## src/verilog/fns_map.svh

```systemverilog
// offsets, field positions, reset values and timing of the fieldbus node setup block
// Functional notes
// - sample decimal address switches, 0..63, default 63
// - changed address is written to nonvolatile store
// - switch value above 63 keeps previous address
// - high digit program position: address from network
// - rate switch 1/2/5 gives 125/250/500k, default 500k
// - rate program position: rate from network
// - after clean start idle, fallback value sent
// - live measurement only in active transfer state
// - start or polled io in idle enters active
// - module led: selftest alternate, green, red, blink red
// - network led: off, blink green, solid green
// - network led: timeout blinks red, comm error red
// - profibus hex address 00..7D, not bus changeable
// - above 7D start at 126, master assigns, lock
// - store bus address and lock, erase below 126
// - ethercat reads three hex switches as identification
// - ethercat id is hundreds_hex_digit_switch*0x100 + x10*0x10 + x1
`ifndef FNS_MAP_SVH
`define FNS_MAP_SVH

`define FNS_REG_STATUS 8'h00
`define FNS_REG_EXPL_ID 8'h04
`define FNS_REG_FALLBACK 8'h08
`define FNS_REG_IRQ_STAT 8'h0C
`define FNS_REG_IRQ_MASK 8'h10

`define FNS_STAT_RATE_LSB 8
`define FNS_STAT_VAR_LSB 10
`define FNS_STAT_ADDR_LSB 16

`define FNS_DNET_ADDR_MAX 8'h3F
`define FNS_DNET_ADDR_RST 7'h3F
`define FNS_PBUS_ADDR_MAX 8'h7D
`define FNS_PBUS_ADDR_START 7'h7E
`define FNS_SW_PROG 4'hF
`define FNS_RATE_SW_125 4'h1
`define FNS_RATE_SW_250 4'h2
`define FNS_FALLBACK_RST 16'h0000
`define FNS_CAP_WAIT 2'h2

`define FNS_VAR_DNET 2'h0
`define FNS_VAR_PBUS 2'h1
`define FNS_VAR_ECAT 2'h2

`define FNS_CLK_PERIOD_NS 5
`define FNS_BLINK_MS 500

`endif

```

## src/verilog/fns_pkg.sv

```systemverilog
// types of the fieldbus node setup block
package fns_pkg;

    typedef enum logic [1:0] {RUN_SELFTEST, RUN_IDLE, RUN_ACTIVE, RUN_FAULT} fns_run_t;

    typedef enum logic [1:0] {RATE_125K, RATE_250K, RATE_500K} fns_rate_t;

    typedef struct packed {
        logic green;
        logic red;
    } fns_led_t;

    typedef struct packed {
        logic [3:0] hi_s1, hi_s2, lo_s1, lo_s2, rt_s1, rt_s2;
        logic [11:0] hx_s1, hx_s2;
        logic [1:0] var_s1, var_s2;
        logic [1:0] cap_cnt;
        logic captured;
        logic [1:0] variant;
        logic addr_prog;
        logic rate_prog;
        logic pb_assign;
        logic addr_lock;
        logic [6:0] node_addr;
        fns_rate_t rate;
        logic [11:0] expl_id;
        logic nv_wr;
        logic [6:0] nv_wr_addr;
        logic nv_wr_lock;
        logic nv_erase;
        fns_run_t run;
        logic [15:0] tx_value;
        logic tx_live;
        logic [15:0] fallback;
        logic [26:0] blink_cnt;
        logic blink_ph;
        fns_led_t mod_led;
        fns_led_t net_led;
        logic [5:0] irq_stat;
        logic [5:0] irq_mask;
        logic irq;
        logic awready, wready, aw_got, w_got;
        logic [7:0] awaddr;
        logic [31:0] wdata;
        logic [3:0] wstrb;
        logic bvalid;
        logic [1:0] bresp;
        logic arready, rvalid;
        logic [31:0] rdata;
        logic [1:0] rresp;
    } fns_state_t;

endpackage

```

## src/verilog/fns_node_ctrl.sv

```systemverilog
// fieldbus node setup and status block with axi4-lite registers
//
// The placing of the registers and the AXI4-Lite interface to the registers were decided locally.
`include "fns_map.svh"

module fns_node_ctrl import fns_pkg::*; #(
    parameter int BLINK_CYC = `FNS_BLINK_MS * 1000000 / `FNS_CLK_PERIOD_NS
) (
    input wire logic aclk,
    input wire logic aresetn,
    input wire logic [3:0] address_high_digit_switch,
    input wire logic [3:0] address_low_digit_switch,
    input wire logic [3:0] rate_switch,
    input wire logic [3:0] hundreds_hex_digit_switch,
    input wire logic [3:0] tens_hex_digit_switch,
    input wire logic [3:0] units_hex_digit_switch,
    input wire logic [1:0] bus_variant,
    input wire logic [6:0] nv_rd_addr,
    input wire logic net_addr_valid,
    input wire logic [6:0] net_addr,
    input wire logic net_addr_lock,
    input wire logic net_rate_valid,
    input wire logic [1:0] net_rate,
    input wire logic selftest_done,
    input wire logic fatal_error,
    input wire logic bus_power_ok,
    input wire logic start_cmd,
    input wire logic poll_start,
    input wire logic stop_cmd,
    input wire logic master_connected,
    input wire logic conn_timeout,
    input wire logic comm_error,
    input wire logic [15:0] meas_value,
    output logic [6:0] node_address,
    output fns_rate_t data_rate,
    output logic [11:0] explicit_device_id,
    output logic nv_wr,
    output logic [6:0] nv_wr_addr,
    output logic nv_wr_lock,
    output logic nv_erase,
    output logic [15:0] tx_value,
    output logic tx_live,
    output fns_led_t module_status_led,
    output fns_led_t network_status_led,
    output logic irq,
    input wire logic [7:0] s_axi_awaddr,
    input wire logic s_axi_awvalid,
    output logic s_axi_awready,
    input wire logic [31:0] s_axi_wdata,
    input wire logic [3:0] s_axi_wstrb,
    input wire logic s_axi_wvalid,
    output logic s_axi_wready,
    output logic [1:0] s_axi_bresp,
    output logic s_axi_bvalid,
    input wire logic s_axi_bready,
    input wire logic [7:0] s_axi_araddr,
    input wire logic s_axi_arvalid,
    output logic s_axi_arready,
    output logic [31:0] s_axi_rdata,
    output logic [1:0] s_axi_rresp,
    output logic s_axi_rvalid,
    input wire logic s_axi_rready
);

    fns_state_t st_r, st_nxt;
    logic cap_now;
    logic [7:0] dec_val;
    logic [7:0] hex_val;

    function automatic logic [31:0] merge_bytes(input logic [31:0] old_v,
                                                input logic [31:0] new_v,
                                                input logic [3:0] strb);
        logic [31:0] res;
        res = old_v;
        for (int i = 0; i < 4; i++) begin
            if (strb[i]) begin
                res[i*8 +: 8] = new_v[i*8 +: 8];
            end
        end
        return res;
    endfunction

    assign cap_now = !st_r.captured && (st_r.cap_cnt == `FNS_CAP_WAIT);
    assign dec_val = 8'({4'h0, st_r.hi_s2} * 8'd10) + {4'h0, st_r.lo_s2};
    assign hex_val = {st_r.hi_s2, st_r.lo_s2};

    always_comb begin
        logic [5:0] ev;
        logic [5:0] clr;
        logic [31:0] mw;
        ev = '0;
        clr = '0;
        mw = '0;
        st_nxt = st_r;
        st_nxt.nv_wr = 1'b0;
        st_nxt.nv_erase = 1'b0;
        // pin synchronisers
        st_nxt.hi_s1 = address_high_digit_switch;
        st_nxt.hi_s2 = st_r.hi_s1;
        st_nxt.lo_s1 = address_low_digit_switch;
        st_nxt.lo_s2 = st_r.lo_s1;
        st_nxt.rt_s1 = rate_switch;
        st_nxt.rt_s2 = st_r.rt_s1;
        st_nxt.hx_s1 = {hundreds_hex_digit_switch, tens_hex_digit_switch, units_hex_digit_switch};
        st_nxt.hx_s2 = st_r.hx_s1;
        st_nxt.var_s1 = bus_variant;
        st_nxt.var_s2 = st_r.var_s1;
        // one-time switch capture
        if (!st_r.captured && !cap_now) begin
            st_nxt.cap_cnt = st_r.cap_cnt + 2'd1;
        end
        if (cap_now) begin
            st_nxt.captured = 1'b1;
            st_nxt.variant = st_r.var_s2;
            st_nxt.expl_id = st_r.hx_s2;
            st_nxt.rate_prog = (st_r.rt_s2 == `FNS_SW_PROG);
            if (st_r.rt_s2 == `FNS_RATE_SW_125) begin
                st_nxt.rate = RATE_125K;
            end else if (st_r.rt_s2 == `FNS_RATE_SW_250) begin
                st_nxt.rate = RATE_250K;
            end else begin
                st_nxt.rate = RATE_500K;
            end
            if (st_r.var_s2 == `FNS_VAR_DNET) begin
                if (st_r.hi_s2 == `FNS_SW_PROG) begin
                    st_nxt.addr_prog = 1'b1;
                    st_nxt.node_addr = nv_rd_addr;
                end else if (dec_val > `FNS_DNET_ADDR_MAX) begin
                    st_nxt.node_addr = nv_rd_addr;
                end else begin
                    st_nxt.node_addr = dec_val[6:0];
                    if (dec_val[6:0] != nv_rd_addr) begin
                        st_nxt.nv_wr = 1'b1;
                        st_nxt.nv_wr_addr = dec_val[6:0];
                    end
                end
            end else if (st_r.var_s2 == `FNS_VAR_PBUS) begin
                if (hex_val <= `FNS_PBUS_ADDR_MAX) begin
                    st_nxt.node_addr = hex_val[6:0];
                    st_nxt.nv_erase = 1'b1;
                end else begin
                    st_nxt.node_addr = `FNS_PBUS_ADDR_START;
                    st_nxt.pb_assign = 1'b1;
                end
            end
            ev[0] = 1'b1;
        end
        // address and rate written over the network
        if (st_r.captured && net_addr_valid) begin
            if (st_r.variant == `FNS_VAR_DNET && st_r.addr_prog &&
                {1'b0, net_addr} <= `FNS_DNET_ADDR_MAX) begin
                st_nxt.node_addr = net_addr;
                st_nxt.nv_wr = 1'b1;
                st_nxt.nv_wr_addr = net_addr;
                ev[1] = 1'b1;
            end else if (st_r.variant == `FNS_VAR_PBUS && st_r.pb_assign &&
                         !st_r.addr_lock) begin
                st_nxt.node_addr = net_addr;
                st_nxt.addr_lock = net_addr_lock;
                st_nxt.nv_wr = 1'b1;
                st_nxt.nv_wr_addr = net_addr;
                st_nxt.nv_wr_lock = net_addr_lock;
                ev[1] = 1'b1;
            end
        end
        if (st_r.captured && st_r.rate_prog && net_rate_valid && net_rate != 2'h3) begin
            st_nxt.rate = fns_rate_t'(net_rate);
        end
        // run state
        unique case (st_r.run)
            RUN_SELFTEST: begin
                if (selftest_done && st_r.captured && !fatal_error) begin
                    st_nxt.run = RUN_IDLE;
                end
            end
            RUN_IDLE: begin
                if (start_cmd || poll_start) begin
                    st_nxt.run = RUN_ACTIVE;
                    ev[2] = 1'b1;
                end
            end
            RUN_ACTIVE: begin
                if (stop_cmd) begin
                    st_nxt.run = RUN_IDLE;
                end
            end
            RUN_FAULT: begin
            end
        endcase
        if (fatal_error && st_r.run != RUN_FAULT) begin
            st_nxt.run = RUN_FAULT;
            ev[3] = 1'b1;
        end
        st_nxt.tx_live = (st_nxt.run == RUN_ACTIVE);
        st_nxt.tx_value = st_nxt.tx_live ? meas_value : st_r.fallback;
        // blink divider
        if (st_r.blink_cnt == 27'(BLINK_CYC - 1)) begin
            st_nxt.blink_cnt = '0;
            st_nxt.blink_ph = !st_r.blink_ph;
        end else begin
            st_nxt.blink_cnt = st_r.blink_cnt + 27'd1;
        end
        // module status led
        if (st_nxt.run == RUN_SELFTEST) begin
            st_nxt.mod_led = '{green: st_r.blink_ph, red: !st_r.blink_ph};
        end else if (st_nxt.run == RUN_FAULT) begin
            st_nxt.mod_led = '{green: 1'b0, red: 1'b1};
        end else if (!bus_power_ok) begin
            st_nxt.mod_led = '{green: 1'b0, red: st_r.blink_ph};
        end else begin
            st_nxt.mod_led = '{green: 1'b1, red: 1'b0};
        end
        // network status led
        if (st_nxt.run == RUN_SELFTEST) begin
            st_nxt.net_led = '{green: 1'b0, red: 1'b0};
        end else if (comm_error) begin
            st_nxt.net_led = '{green: 1'b0, red: 1'b1};
        end else if (conn_timeout) begin
            st_nxt.net_led = '{green: 1'b0, red: st_r.blink_ph};
        end else if (master_connected) begin
            st_nxt.net_led = '{green: 1'b1, red: 1'b0};
        end else begin
            st_nxt.net_led = '{green: st_r.blink_ph, red: 1'b0};
        end
        ev[4] = conn_timeout;
        ev[5] = comm_error;
        // axi write channel
        if (st_r.bvalid && s_axi_bready) begin
            st_nxt.bvalid = 1'b0;
        end
        if (s_axi_awvalid && st_r.awready) begin
            st_nxt.aw_got = 1'b1;
            st_nxt.awaddr = s_axi_awaddr;
        end
        if (s_axi_wvalid && st_r.wready) begin
            st_nxt.w_got = 1'b1;
            st_nxt.wdata = s_axi_wdata;
            st_nxt.wstrb = s_axi_wstrb;
        end
        if (st_nxt.aw_got && st_nxt.w_got && !st_nxt.bvalid) begin
            st_nxt.aw_got = 1'b0;
            st_nxt.w_got = 1'b0;
            st_nxt.bvalid = 1'b1;
            st_nxt.bresp = 2'h0;
            unique case ({st_nxt.awaddr[7:2], 2'h0})
                `FNS_REG_FALLBACK: begin
                    mw = merge_bytes({16'h0000, st_r.fallback}, st_nxt.wdata, st_nxt.wstrb);
                    st_nxt.fallback = mw[15:0];
                end
                `FNS_REG_IRQ_STAT: begin
                    clr = st_nxt.wstrb[0] ? st_nxt.wdata[5:0] : 6'h00;
                end
                `FNS_REG_IRQ_MASK: begin
                    mw = merge_bytes({26'h0, st_r.irq_mask}, st_nxt.wdata, st_nxt.wstrb);
                    st_nxt.irq_mask = mw[5:0];
                end
                `FNS_REG_STATUS, `FNS_REG_EXPL_ID: begin
                end
                default: begin
                    st_nxt.bresp = 2'h2;
                end
            endcase
        end
        st_nxt.awready = !st_nxt.aw_got && !st_nxt.bvalid;
        st_nxt.wready = !st_nxt.w_got && !st_nxt.bvalid;
        // sticky events, set beats clear
        st_nxt.irq_stat = (st_r.irq_stat & ~clr) | ev;
        st_nxt.irq = |(st_nxt.irq_stat & st_nxt.irq_mask);
        // axi read channel
        if (st_r.rvalid && s_axi_rready) begin
            st_nxt.rvalid = 1'b0;
        end
        if (s_axi_arvalid && st_r.arready) begin
            st_nxt.rvalid = 1'b1;
            st_nxt.rresp = 2'h0;
            unique case ({s_axi_araddr[7:2], 2'h0})
                `FNS_REG_STATUS: begin
                    st_nxt.rdata = '0;
                    st_nxt.rdata[1:0] = st_r.run;
                    st_nxt.rdata[7:2] = {st_r.captured, st_r.addr_lock, st_r.pb_assign,
                                         st_r.rate_prog, st_r.addr_prog, st_r.tx_live};
                    st_nxt.rdata[`FNS_STAT_RATE_LSB +: 2] = st_r.rate;
                    st_nxt.rdata[`FNS_STAT_VAR_LSB +: 2] = st_r.variant;
                    st_nxt.rdata[`FNS_STAT_ADDR_LSB +: 7] = st_r.node_addr;
                end
                `FNS_REG_EXPL_ID: st_nxt.rdata = {20'h00000, st_r.expl_id};
                `FNS_REG_FALLBACK: st_nxt.rdata = {16'h0000, st_r.fallback};
                `FNS_REG_IRQ_STAT: st_nxt.rdata = {26'h0, st_r.irq_stat};
                `FNS_REG_IRQ_MASK: st_nxt.rdata = {26'h0, st_r.irq_mask};
                default: begin
                    st_nxt.rdata = '0;
                    st_nxt.rresp = 2'h2;
                end
            endcase
        end
        st_nxt.arready = !st_nxt.rvalid;
    end

    always_ff @(posedge aclk) begin
        if (!aresetn) begin
            st_r <= '0;
            st_r.node_addr <= `FNS_DNET_ADDR_RST;
            st_r.rate <= RATE_500K;
            st_r.run <= RUN_SELFTEST;
            st_r.fallback <= `FNS_FALLBACK_RST;
        end else begin
            st_r <= st_nxt;
        end
    end

    assign node_address = st_r.node_addr;
    assign data_rate = st_r.rate;
    assign explicit_device_id = st_r.expl_id;
    assign nv_wr = st_r.nv_wr;
    assign nv_wr_addr = st_r.nv_wr_addr;
    assign nv_wr_lock = st_r.nv_wr_lock;
    assign nv_erase = st_r.nv_erase;
    assign tx_value = st_r.tx_value;
    assign tx_live = st_r.tx_live;
    assign module_status_led = st_r.mod_led;
    assign network_status_led = st_r.net_led;
    assign irq = st_r.irq;
    assign s_axi_awready = st_r.awready;
    assign s_axi_wready = st_r.wready;
    assign s_axi_bresp = st_r.bresp;
    assign s_axi_bvalid = st_r.bvalid;
    assign s_axi_arready = st_r.arready;
    assign s_axi_rdata = st_r.rdata;
    assign s_axi_rresp = st_r.rresp;
    assign s_axi_rvalid = st_r.rvalid;
endmodule

```

## config.mk

```make
export PLATFORM = sky130hd
export DESIGN_NAME = fns_node_ctrl
export DESIGN_NICKNAME = d
export VERILOG_FILES = /design/src/verilog/fns_pkg.sv /design/src/verilog/fns_node_ctrl.sv
export VERILOG_INCLUDE_DIRS = /design/src /design/src/verilog
export SDC_FILE = /design/constraint.sdc
export NUM_CORES = 1
export LEC_CHECK = 0
export ABC_AREA = 1
export BUFFER_PORTS_ARGS = -buffer_cell sky130_fd_sc_hd__buf_2
export CELL_PAD_IN_SITES_DETAIL_PLACEMENT = 0
export CELL_PAD_IN_SITES_GLOBAL_PLACEMENT = 1
export CORE_MARGIN = 3
export CORE_UTILIZATION = 42
export CTS_CLUSTER_SIZE = 14
export DETAILED_ROUTE_END_ITERATION = 12
export PLACE_DENSITY = 0.88
export SYNTH_ARGS = -nofsm -noshare
export SYNTH_HDL_FRONTEND = slang
export SYNTH_SLANG_ARGS = --single-unit
```

## constraint.sdc

```tcl
create_clock -name aclk -period 8.88 [get_ports aclk]
set_clock_uncertainty 0.2 [all_clocks]
set_input_delay 1.776 -clock aclk [delete_from_list [all_inputs] [get_ports aclk]]
set_output_delay 1.776 -clock aclk [all_outputs]
set_load 0.02 [all_outputs]
```

==> results of run 1 <==
==> per-layer routing <==
| metal | vias up | part of all wire [%] | track usage [%] |
|---|---|---|---|
| li1 | 4496 | - | - |
| met1 | 3911 | 44 | 25.0 |
| met2 | 267 | 46 | 32.0 |
| met3 | 54 | 6.1 | 3.32 |
| met4 | 0 | 3.7 | 7.02 |
| met5 | - | 0 | 0 |
==> worst reg2reg max path: stages (launching register included) <==
cell and delay (ns):
dfxtp_1 0.50, ha_1 0.30, ha_1 0.21, inv_1 0.07, fa_1 0.44, nor2_2 0.19
nand2_1 0.14, nor2_1 0.13, nand2_1 0.07, nand2_2 0.12, nand3_4 0.17, nor2_8 0.19
nand2_4 0.11, nand2_1 0.08, nand3_1 0.06, nand3_1 0.08, inv_1 0.05
==> worst paths after layout <==
check	startpoint	endpoint	cells after the start
hold reg to reg	st_nxt[253]$_SDFF_PN0_	hex_val[6]$_SDFF_PN0_	2
setup / recovery	s_axi_arvalid	s_axi_rdata[14]$_SDFFE_PN0P_	5
setup reg to reg	hex_val[7]$_SDFF_PN0_	nv_wr_addr[0]$_SDFF_PN0_	16
hold / removal	st_nxt[253]$_SDFF_PN0_	hex_val[6]$_SDFF_PN0_	2
==> placed cells by master (no fill, tap or decap), types with 4 or more instances in the layout <==
cell       instances
nand2_1          283
dfxtp_1          227
buf_2            188
inv_1            183
nor2_1           137
a21oi_1          110
o21ai_0           80
nand3_1           62
clkbuf_16         25
nand4_1           18
nor3_1            14
or2_2             12
conb_1            11
nand2_2           10
ha_1              10
o21ai_1            9
mux2i_1            7
nor4_1             7
buf_4              7
a221oi_1           6
o22ai_1            6
clkinv_2           6
xor2_1             5
or2_0              5
xnor2_1            4
nand2_4            4
nor3b_1            4
clkbuf_8           4
bufinv_16          4
==> synthesized netlist by cell type (all sizes together), types with 10 or more instances <==
library cell | count | share of area [%]
nand2 | 297 | 11
clkbuf | 30 | 1.1
o21ai | 91 | 4.5
inv | 186 | 6.8
buf | 97 | 6.8
ha | 10 | 1.2
dfxtp | 227 | 44
nand4 | 19 | 1.2
a21oi | 110 | 5.4
or2 | 18 | 1.1
nor2 | 145 | 5.9
nor3 | 16 | 0.94
nand3 | 66 | 3.6
==> report_power, final <==
group | internal, uW | switching, uW | total (uW)
Clock | 667 | 422 | 1090
Combinational | 139 | 280 | 419
Sequential | 1100 | 59.5 | 1160
==> sequential cells by signal, summed over array words and instances, names as in the netlist, 2 cells and up <==
register,cells
hex_val,8
st_nxt,26
network_status_led,2
nv_wr_addr,7
st_r,110
node_address,7
tx_value,16
explicit_device_id,12
s_axi_rdata,23
data_rate,2
module_status_led,2
==> metrics by stage <==
| step | util (%) | total power [uW] |
|---|---|---|
| 6_report | 49.4 | 2670 |
| 5_1_grt | 49.4 | 2800 |
| 4_1_cts | 49.4 | 2690 |
| 3_5_place_dp | 45.8 | 1600 |
| 3_3_place_gp | 45.8 | 1600 |
| 2_1_floorplan | - | 1510 |
==> layout make-up <==
cell class                 instances  share of cell area (%)
sequential                       227                    38.8
multi-input combinational        845                    35.7
timing repair buffer             195                    8.48
inverter                         190                    6.10
clock buffer                      31                    5.88
tap                              319                    3.41
clock inverter                    14                    1.58
==> logic make-up (layout without fill, tap and decap cells) <==
family	after synthesis	in the layout
xor gates and xnor gates	9	9
muxes	7	7
adders and majority gates	12	12
other	1	11
and+or+nand+nor	576	576
AOI/OAI and AO/OA	230	230
buffers and inverters	317	430
DFF	227	227
==> impl_results.md, run 1 <==
- Status: complete, no violations
- Hold buffers post-CTS: 0
- Max-slew violations: 0
- Worst VDD drop: 0.000105 V
- Initial antenna violation count: 0
- Mapped cell area: 10200 um^2
- Final HPWL DP: 18.8 mm
- Drt first pass iters: 7
- Critical Path AT: 3.81 ns
- Share of layout cells above drive strength 1: 19.1%
- Vias per Instance: about 4.8
- Row cnt: 56
- Number of global-route vias before repair: 8208
- Fin cells: 1821
- Worst R2R Setup Slack: 5.67 ns
- Ys async rst share: 0%
- Worst-margin pin slew: ~1.1 ns
- Starting Density: 43.1%
- Max_slew headroom: 28.4%
- Sink Count: ~230
- Fin Hold WS: 0.209 ns
- Cts bufs inserted: 25
- Clk pin slew, worst setup/hold paths: roughly 0.060 ns
- Worst setup SP type: input port
- Sequential element share of the synthesized area: 44.5%
- Crit path max-delay cell type: clkinv_1
- First-pass GRT wire length: around 41 mm
- Area Growth Syn to Fin: 14.7%
- Req. time, crit path: 9.05 ns
- Number of I/O pins: 223
- Crit. End Element: register
- Gr usage total: 19.2%
- Synth Area in Compound Gates: 12.1%
- Final antenna-violating net count: 0
- Crit path cell chain: buf_2 -> nand2_1 -> clkinv_1 -> o21ai_0 -> a21oi_1
- Total core area: around 24000 um^2
- Main combinational cell family by area after synthesis: simple AND/OR/NAND/NOR gates
- Power Density: 228 nW/um^2
- Final Cell Area: 11700 um^2
- Clock Path Buffers: 3
- Dpl cells: 1776
- Grt ovf: 0
- Final worst slack: 5.24 ns
- EDFF count, synth: 0
- Port Buffer Count: 189
- DR vias: slightly below 9000
- Ys flop type: dfxtp_1
- Worst hold-check path type: reg2reg
- CTS H-tree depth: 1
- Post-place setup slack: 4.68 ns
- RD Place Congestion: 0.901
- Total of max-cap violations: 0
- Crit Path Class: in2reg
- Leak pwr: 0.00580 uW
- XOR/XNOR Fraction of Synth Area: less than 1%
- Die area: 26200 um^2
- Postcts setup bufs: 0
- WP buf/inv: 2
- Die height: around 160 um
- Setup TNS: 0 ns
- Post_cts resized: 0
- Synth Register Bits: ~230
- Largest net degree at the start of global routing: 92
- Tcrit/Tclk final: 41.0%
- CTS tree: done
- CP Max Fanout: 37
- Post-synthesis mux area share: 0.686%
- RSZ-0062 raised after global routing: no
- FILL cells: between 2000 and 2500
- Die width: ~160 um
- N_diodes: 0
- Final min period: 3.64 ns
- # setup viols final: 0
- Avg Synthesized Cell Area: around 7.4 um^2
- Routed WL: around 26 mm
- Wire length per cell: 14.2 um
- Clk root buf: clkbuf_16
- Largest stage delay on the critical path: 0.98 ns
- Synth Area in Simple Gates: 25.4%
- # DRC: 0
- Family with the most delay on the worst path: buffers and inverters
- DRT iter0 DRCs: 738
- Synth Area in Adders: under 10%
- Synth Instances: roughly 1400
- F_max: about 0.27 GHz
- Skew-Pair Late Insertion Delay: between 0.5 and 0.6 ns
- FF/Latch Area: 4540 um^2
- Placed cell areas: 10800 um^2
- Area of the multi-input gates: 4190 um^2
- Final net count: 1625
- Yosys warns: 0
- Netlist cell types: between 50 and 60
- Count of final hold-check violations: 0
Power figures use the tool's default switching activity.
==> run 2: changes to the inputs <==
--- a/config.mk
+++ b/config.mk
@@ -11,10 +11,10 @@
 export CELL_PAD_IN_SITES_DETAIL_PLACEMENT = 0
 export CELL_PAD_IN_SITES_GLOBAL_PLACEMENT = 1
 export CORE_MARGIN = 3
-export CORE_UTILIZATION = 42
+export CORE_UTILIZATION = 35
 export CTS_CLUSTER_SIZE = 14
 export DETAILED_ROUTE_END_ITERATION = 12
-export PLACE_DENSITY = 0.88
+export PLACE_DENSITY = 0.79
 export SYNTH_ARGS = -nofsm -noshare
 export SYNTH_HDL_FRONTEND = slang
 export SYNTH_SLANG_ARGS = --single-unit
==> constraint.sdc (replaced) <==
create_clock -name aclk -period 3.1 [get_ports aclk]
set_clock_uncertainty 0.2 [all_clocks]
set_input_delay 0.62 -clock aclk [delete_from_list [all_inputs] [get_ports aclk]]
set_output_delay 0.62 -clock aclk [all_outputs]
set_load 0.02 [all_outputs]
==> impl_results.md, run 2 (synthesized netlist as in run 1, its figures left out) <==
- Status: complete, no violations
- Total core area: 28200 um^2 (+19%)
- Clk root buf: clkbuf_16
- Count of final hold-check violations: 0 (unchanged)
- Cts bufs inserted: 26 (+4.0%)
- Largest stage delay on the critical path: 0.45 ns (-0.53 ns)
- # DRC: 0 (unchanged)
- Row cnt: 61 (+8.9%)
- # setup viols final: 0 (unchanged)
- Skew-Pair Late Insertion Delay: 0.52 ns (about the same)
- Leak pwr: 0.00586 uW (+0.98%)
- CTS tree: done
- Area of the multi-input gates: 4190 um^2 (+0.12%)
- Tcrit/Tclk final: between 90% and 100%
- Final net count: 1634 (+0.55%)
- DR vias: 8713 (-0.17%)
- Met3 Use GR: 2.75% (-0.57 points)
- Vias per Instance: 4.61 (-3.8%)
- Commonest non-fill, non-tap cell in the layout: nand2_1
- CP Max Fanout: 9 (-76%)
- Share of layout cells above drive strength 1: 19.5% (+0.42 points)
- Clock Path Buffers: 3 (unchanged)
- RSZ-0062 raised after global routing: no
- Starting Density: 36.2% (-7.0 points)
- Power Density: 642 nW/um^2 (+180%)
- Max_slew headroom: 58.4% (+30 points)
- Number of I/O pins: 223 (unchanged)
- Die height: 177 um (+9.2%)
- GRT busiest layer: met2
- Req. time, crit path: 3.31 ns (-5.74 ns)
- F_max: 0.347 GHz
- Crit-path most repeated cell: o21ai_0
- First-pass GRT wire length: 42.0 mm (+1.9%)
- Largest net degree at the start of global routing: 97 (+5.4%)
- M2 GR Usage: 28.1% (-4.0 points)
- Die width: 177 um (+9.2%)
- Largest Register: st_r
- Final min period: between 2 and 3 ns
- Number of global-route vias before repair: 8032 (-2.1%)
- Placed cell areas: 11000 um^2 (+1.5%)
- Worst hold-check path type: in2reg
- Global routing met1 resource utilization: 22.1% (-2.9 points)
- Final HPWL DP: 19.9 mm (+6.2%)
- Crit. End Element: register
- Final antenna-violating net count: 0 (unchanged)
- FILL cells: 3007 (+24%)
- Hold buffers post-CTS: 0 (unchanged)
- Sink Count: 227 (unchanged)
- Clk pin slew, worst setup/hold paths: 0.06 ns (about the same)
- Most frequent cells in the layout: nand2_1, dfxtp_1, buf_2, inv_1, nor2_1
- RD Place Congestion: 0.889 (-1.3%)
- DRT iter0 DRCs: 514 (-30%)
- Crit path cell chain: ha_1 -> ha_1 -> inv_1 -> fa_1 -> nor2_2 -> nand2_1 -> o21ai_0 -> nand2_2 -> nand3_4 -> inv_1 -> o21ai_0 -> nor2_1 -> o21ai_0 -> nand2_1
- Crit Path Class: reg2reg
- Drt first pass iters: 5 (-2)
- Final Cell Area: 11900 um^2 (+1.4%)
- Total of max-cap violations: 0 (unchanged)
- Worst VDD drop: 0.000400 V (+280%)
- Postcts setup bufs: 0 (unchanged)
- Setup TNS: 0 ns (unchanged)
- CTS H-tree depth: 1 (unchanged)
- Area Growth Syn to Fin: 16.2%
- N_diodes: 0 (unchanged)
- Gr usage total: 16.6% (-2.6 points)
- Port Buffer Count: 189 (unchanged)
- Initial antenna violation count: 1 (+1)
- Max reg flops: 110 (unchanged)
- FF/Latch Area: 4540 um^2 (unchanged)
- Grt ovf: 0 (unchanged)
- Worst setup SP type: register
- Wire length per cell: 14.2 um (+0.17%)
- Max-slew violations: 0 (unchanged)
- Die area: 31300 um^2 (+19%)
- Routed WL: 26.9 mm (+3.9%)
- Crit path max-delay cell type: fa_1
- Critical Path AT: 3.09 ns (-0.72 ns)
- Worst-margin pin slew: 0.623 ns (-0.444 ns)
==> run 2: cell count changes in the layout (fill, tap and decap cells not counted), moves of 3 or more <==
cell and delta:
clkbuf_8 +4, clkinvlp_4 -3, bufinv_16 -3, buf_4 +6
==> run 2: path summary, 6_finish.rpt <==
kind         slack (ns)                         end  cells after the start                         start
min reg2reg        0.21       hex_val[1]$_SDFF_PN0_                      2        st_nxt[244]$_SDFF_PN0_
max reg2reg        0.22  node_address[5]$_SDFF_PN1_                     14         hex_val[5]$_SDFF_PN0_
max                0.22  node_address[5]$_SDFF_PN1_                     14         hex_val[5]$_SDFF_PN0_
min                0.08      st_nxt[219]$_SDFF_PN0_                      3  hundreds_hex_digit_switch[0]
==> run 2: area by class of cell <==
| type | instances | area share (%) |
|---|---|---|
| Sequential cell | 227 | 38.3 |
| Multi-Input combinational cell | 845 | 35.3 |
| Timing Repair Buffer | 203 | 9.09 |
| Clock buffer | 39 | 6.75 |
| Inverter | 190 | 6.02 |
| Tap cell | 378 | 3.98 |
| Clock inverter | 7 | 0.569 |
==> run 2: through the flow <==
| stage | std cells | setup slack, ns | power, uW | hold WS (ns) | utilization (%) |
|---|---|---|---|---|---|
| floorplan | 1389 | 0.280 | 4320 | 0.190 | - |
| global placement | 1843 | 0.231 | 4620 | 0.193 | 38.9 |
| detailed placement | 1843 | 0.216 | 4640 | 0.195 | 38.9 |
| CTS | 1889 | 0.202 | 7720 | 0.0509 | 42.0 |
| global route | 1889 | 0.0163 | 8000 | 0.0664 | 42.0 |
| finish | 1889 | 0.218 | 7620 | 0.0763 | 42.0 |
==> run 2: critical path, delay by kind of cell (launching register included) <==
| kind | cells | cell delay (ns) |
|---|---|---|
| adder cells (fa/ha/maj) | 3 | 0.95 |
| AND/OR/NAND/NOR | 6 | 0.63 |
| AO/OA/AOI/OAI | 3 | 0.50 |
| flip-flops | 1 | 0.31 |
| buffers and inverters | 2 | 0.16 |
==> run 2: where the power goes <==
group / switching (uW) / internal [uW]
Clock: 1200 / 1860
Combinational: 810 / 411
Sequential: 188 / 3150
==> run 2: per-layer routing <==
layer  vias up  part of all wire, %  wire, um
li1       4521                    -         -
met4         2                  2.0       544
met2       223                   47     12600
met5         -                0.074        20
met1      3930                   46     12300
met3        37                  5.2      1400
==> run 2: what timing repair did <==
action                                 CTS  global route
gates resized for setup                  0             1
endpoints found under the hold margin    0             0
setup endpoints to repair                0             3
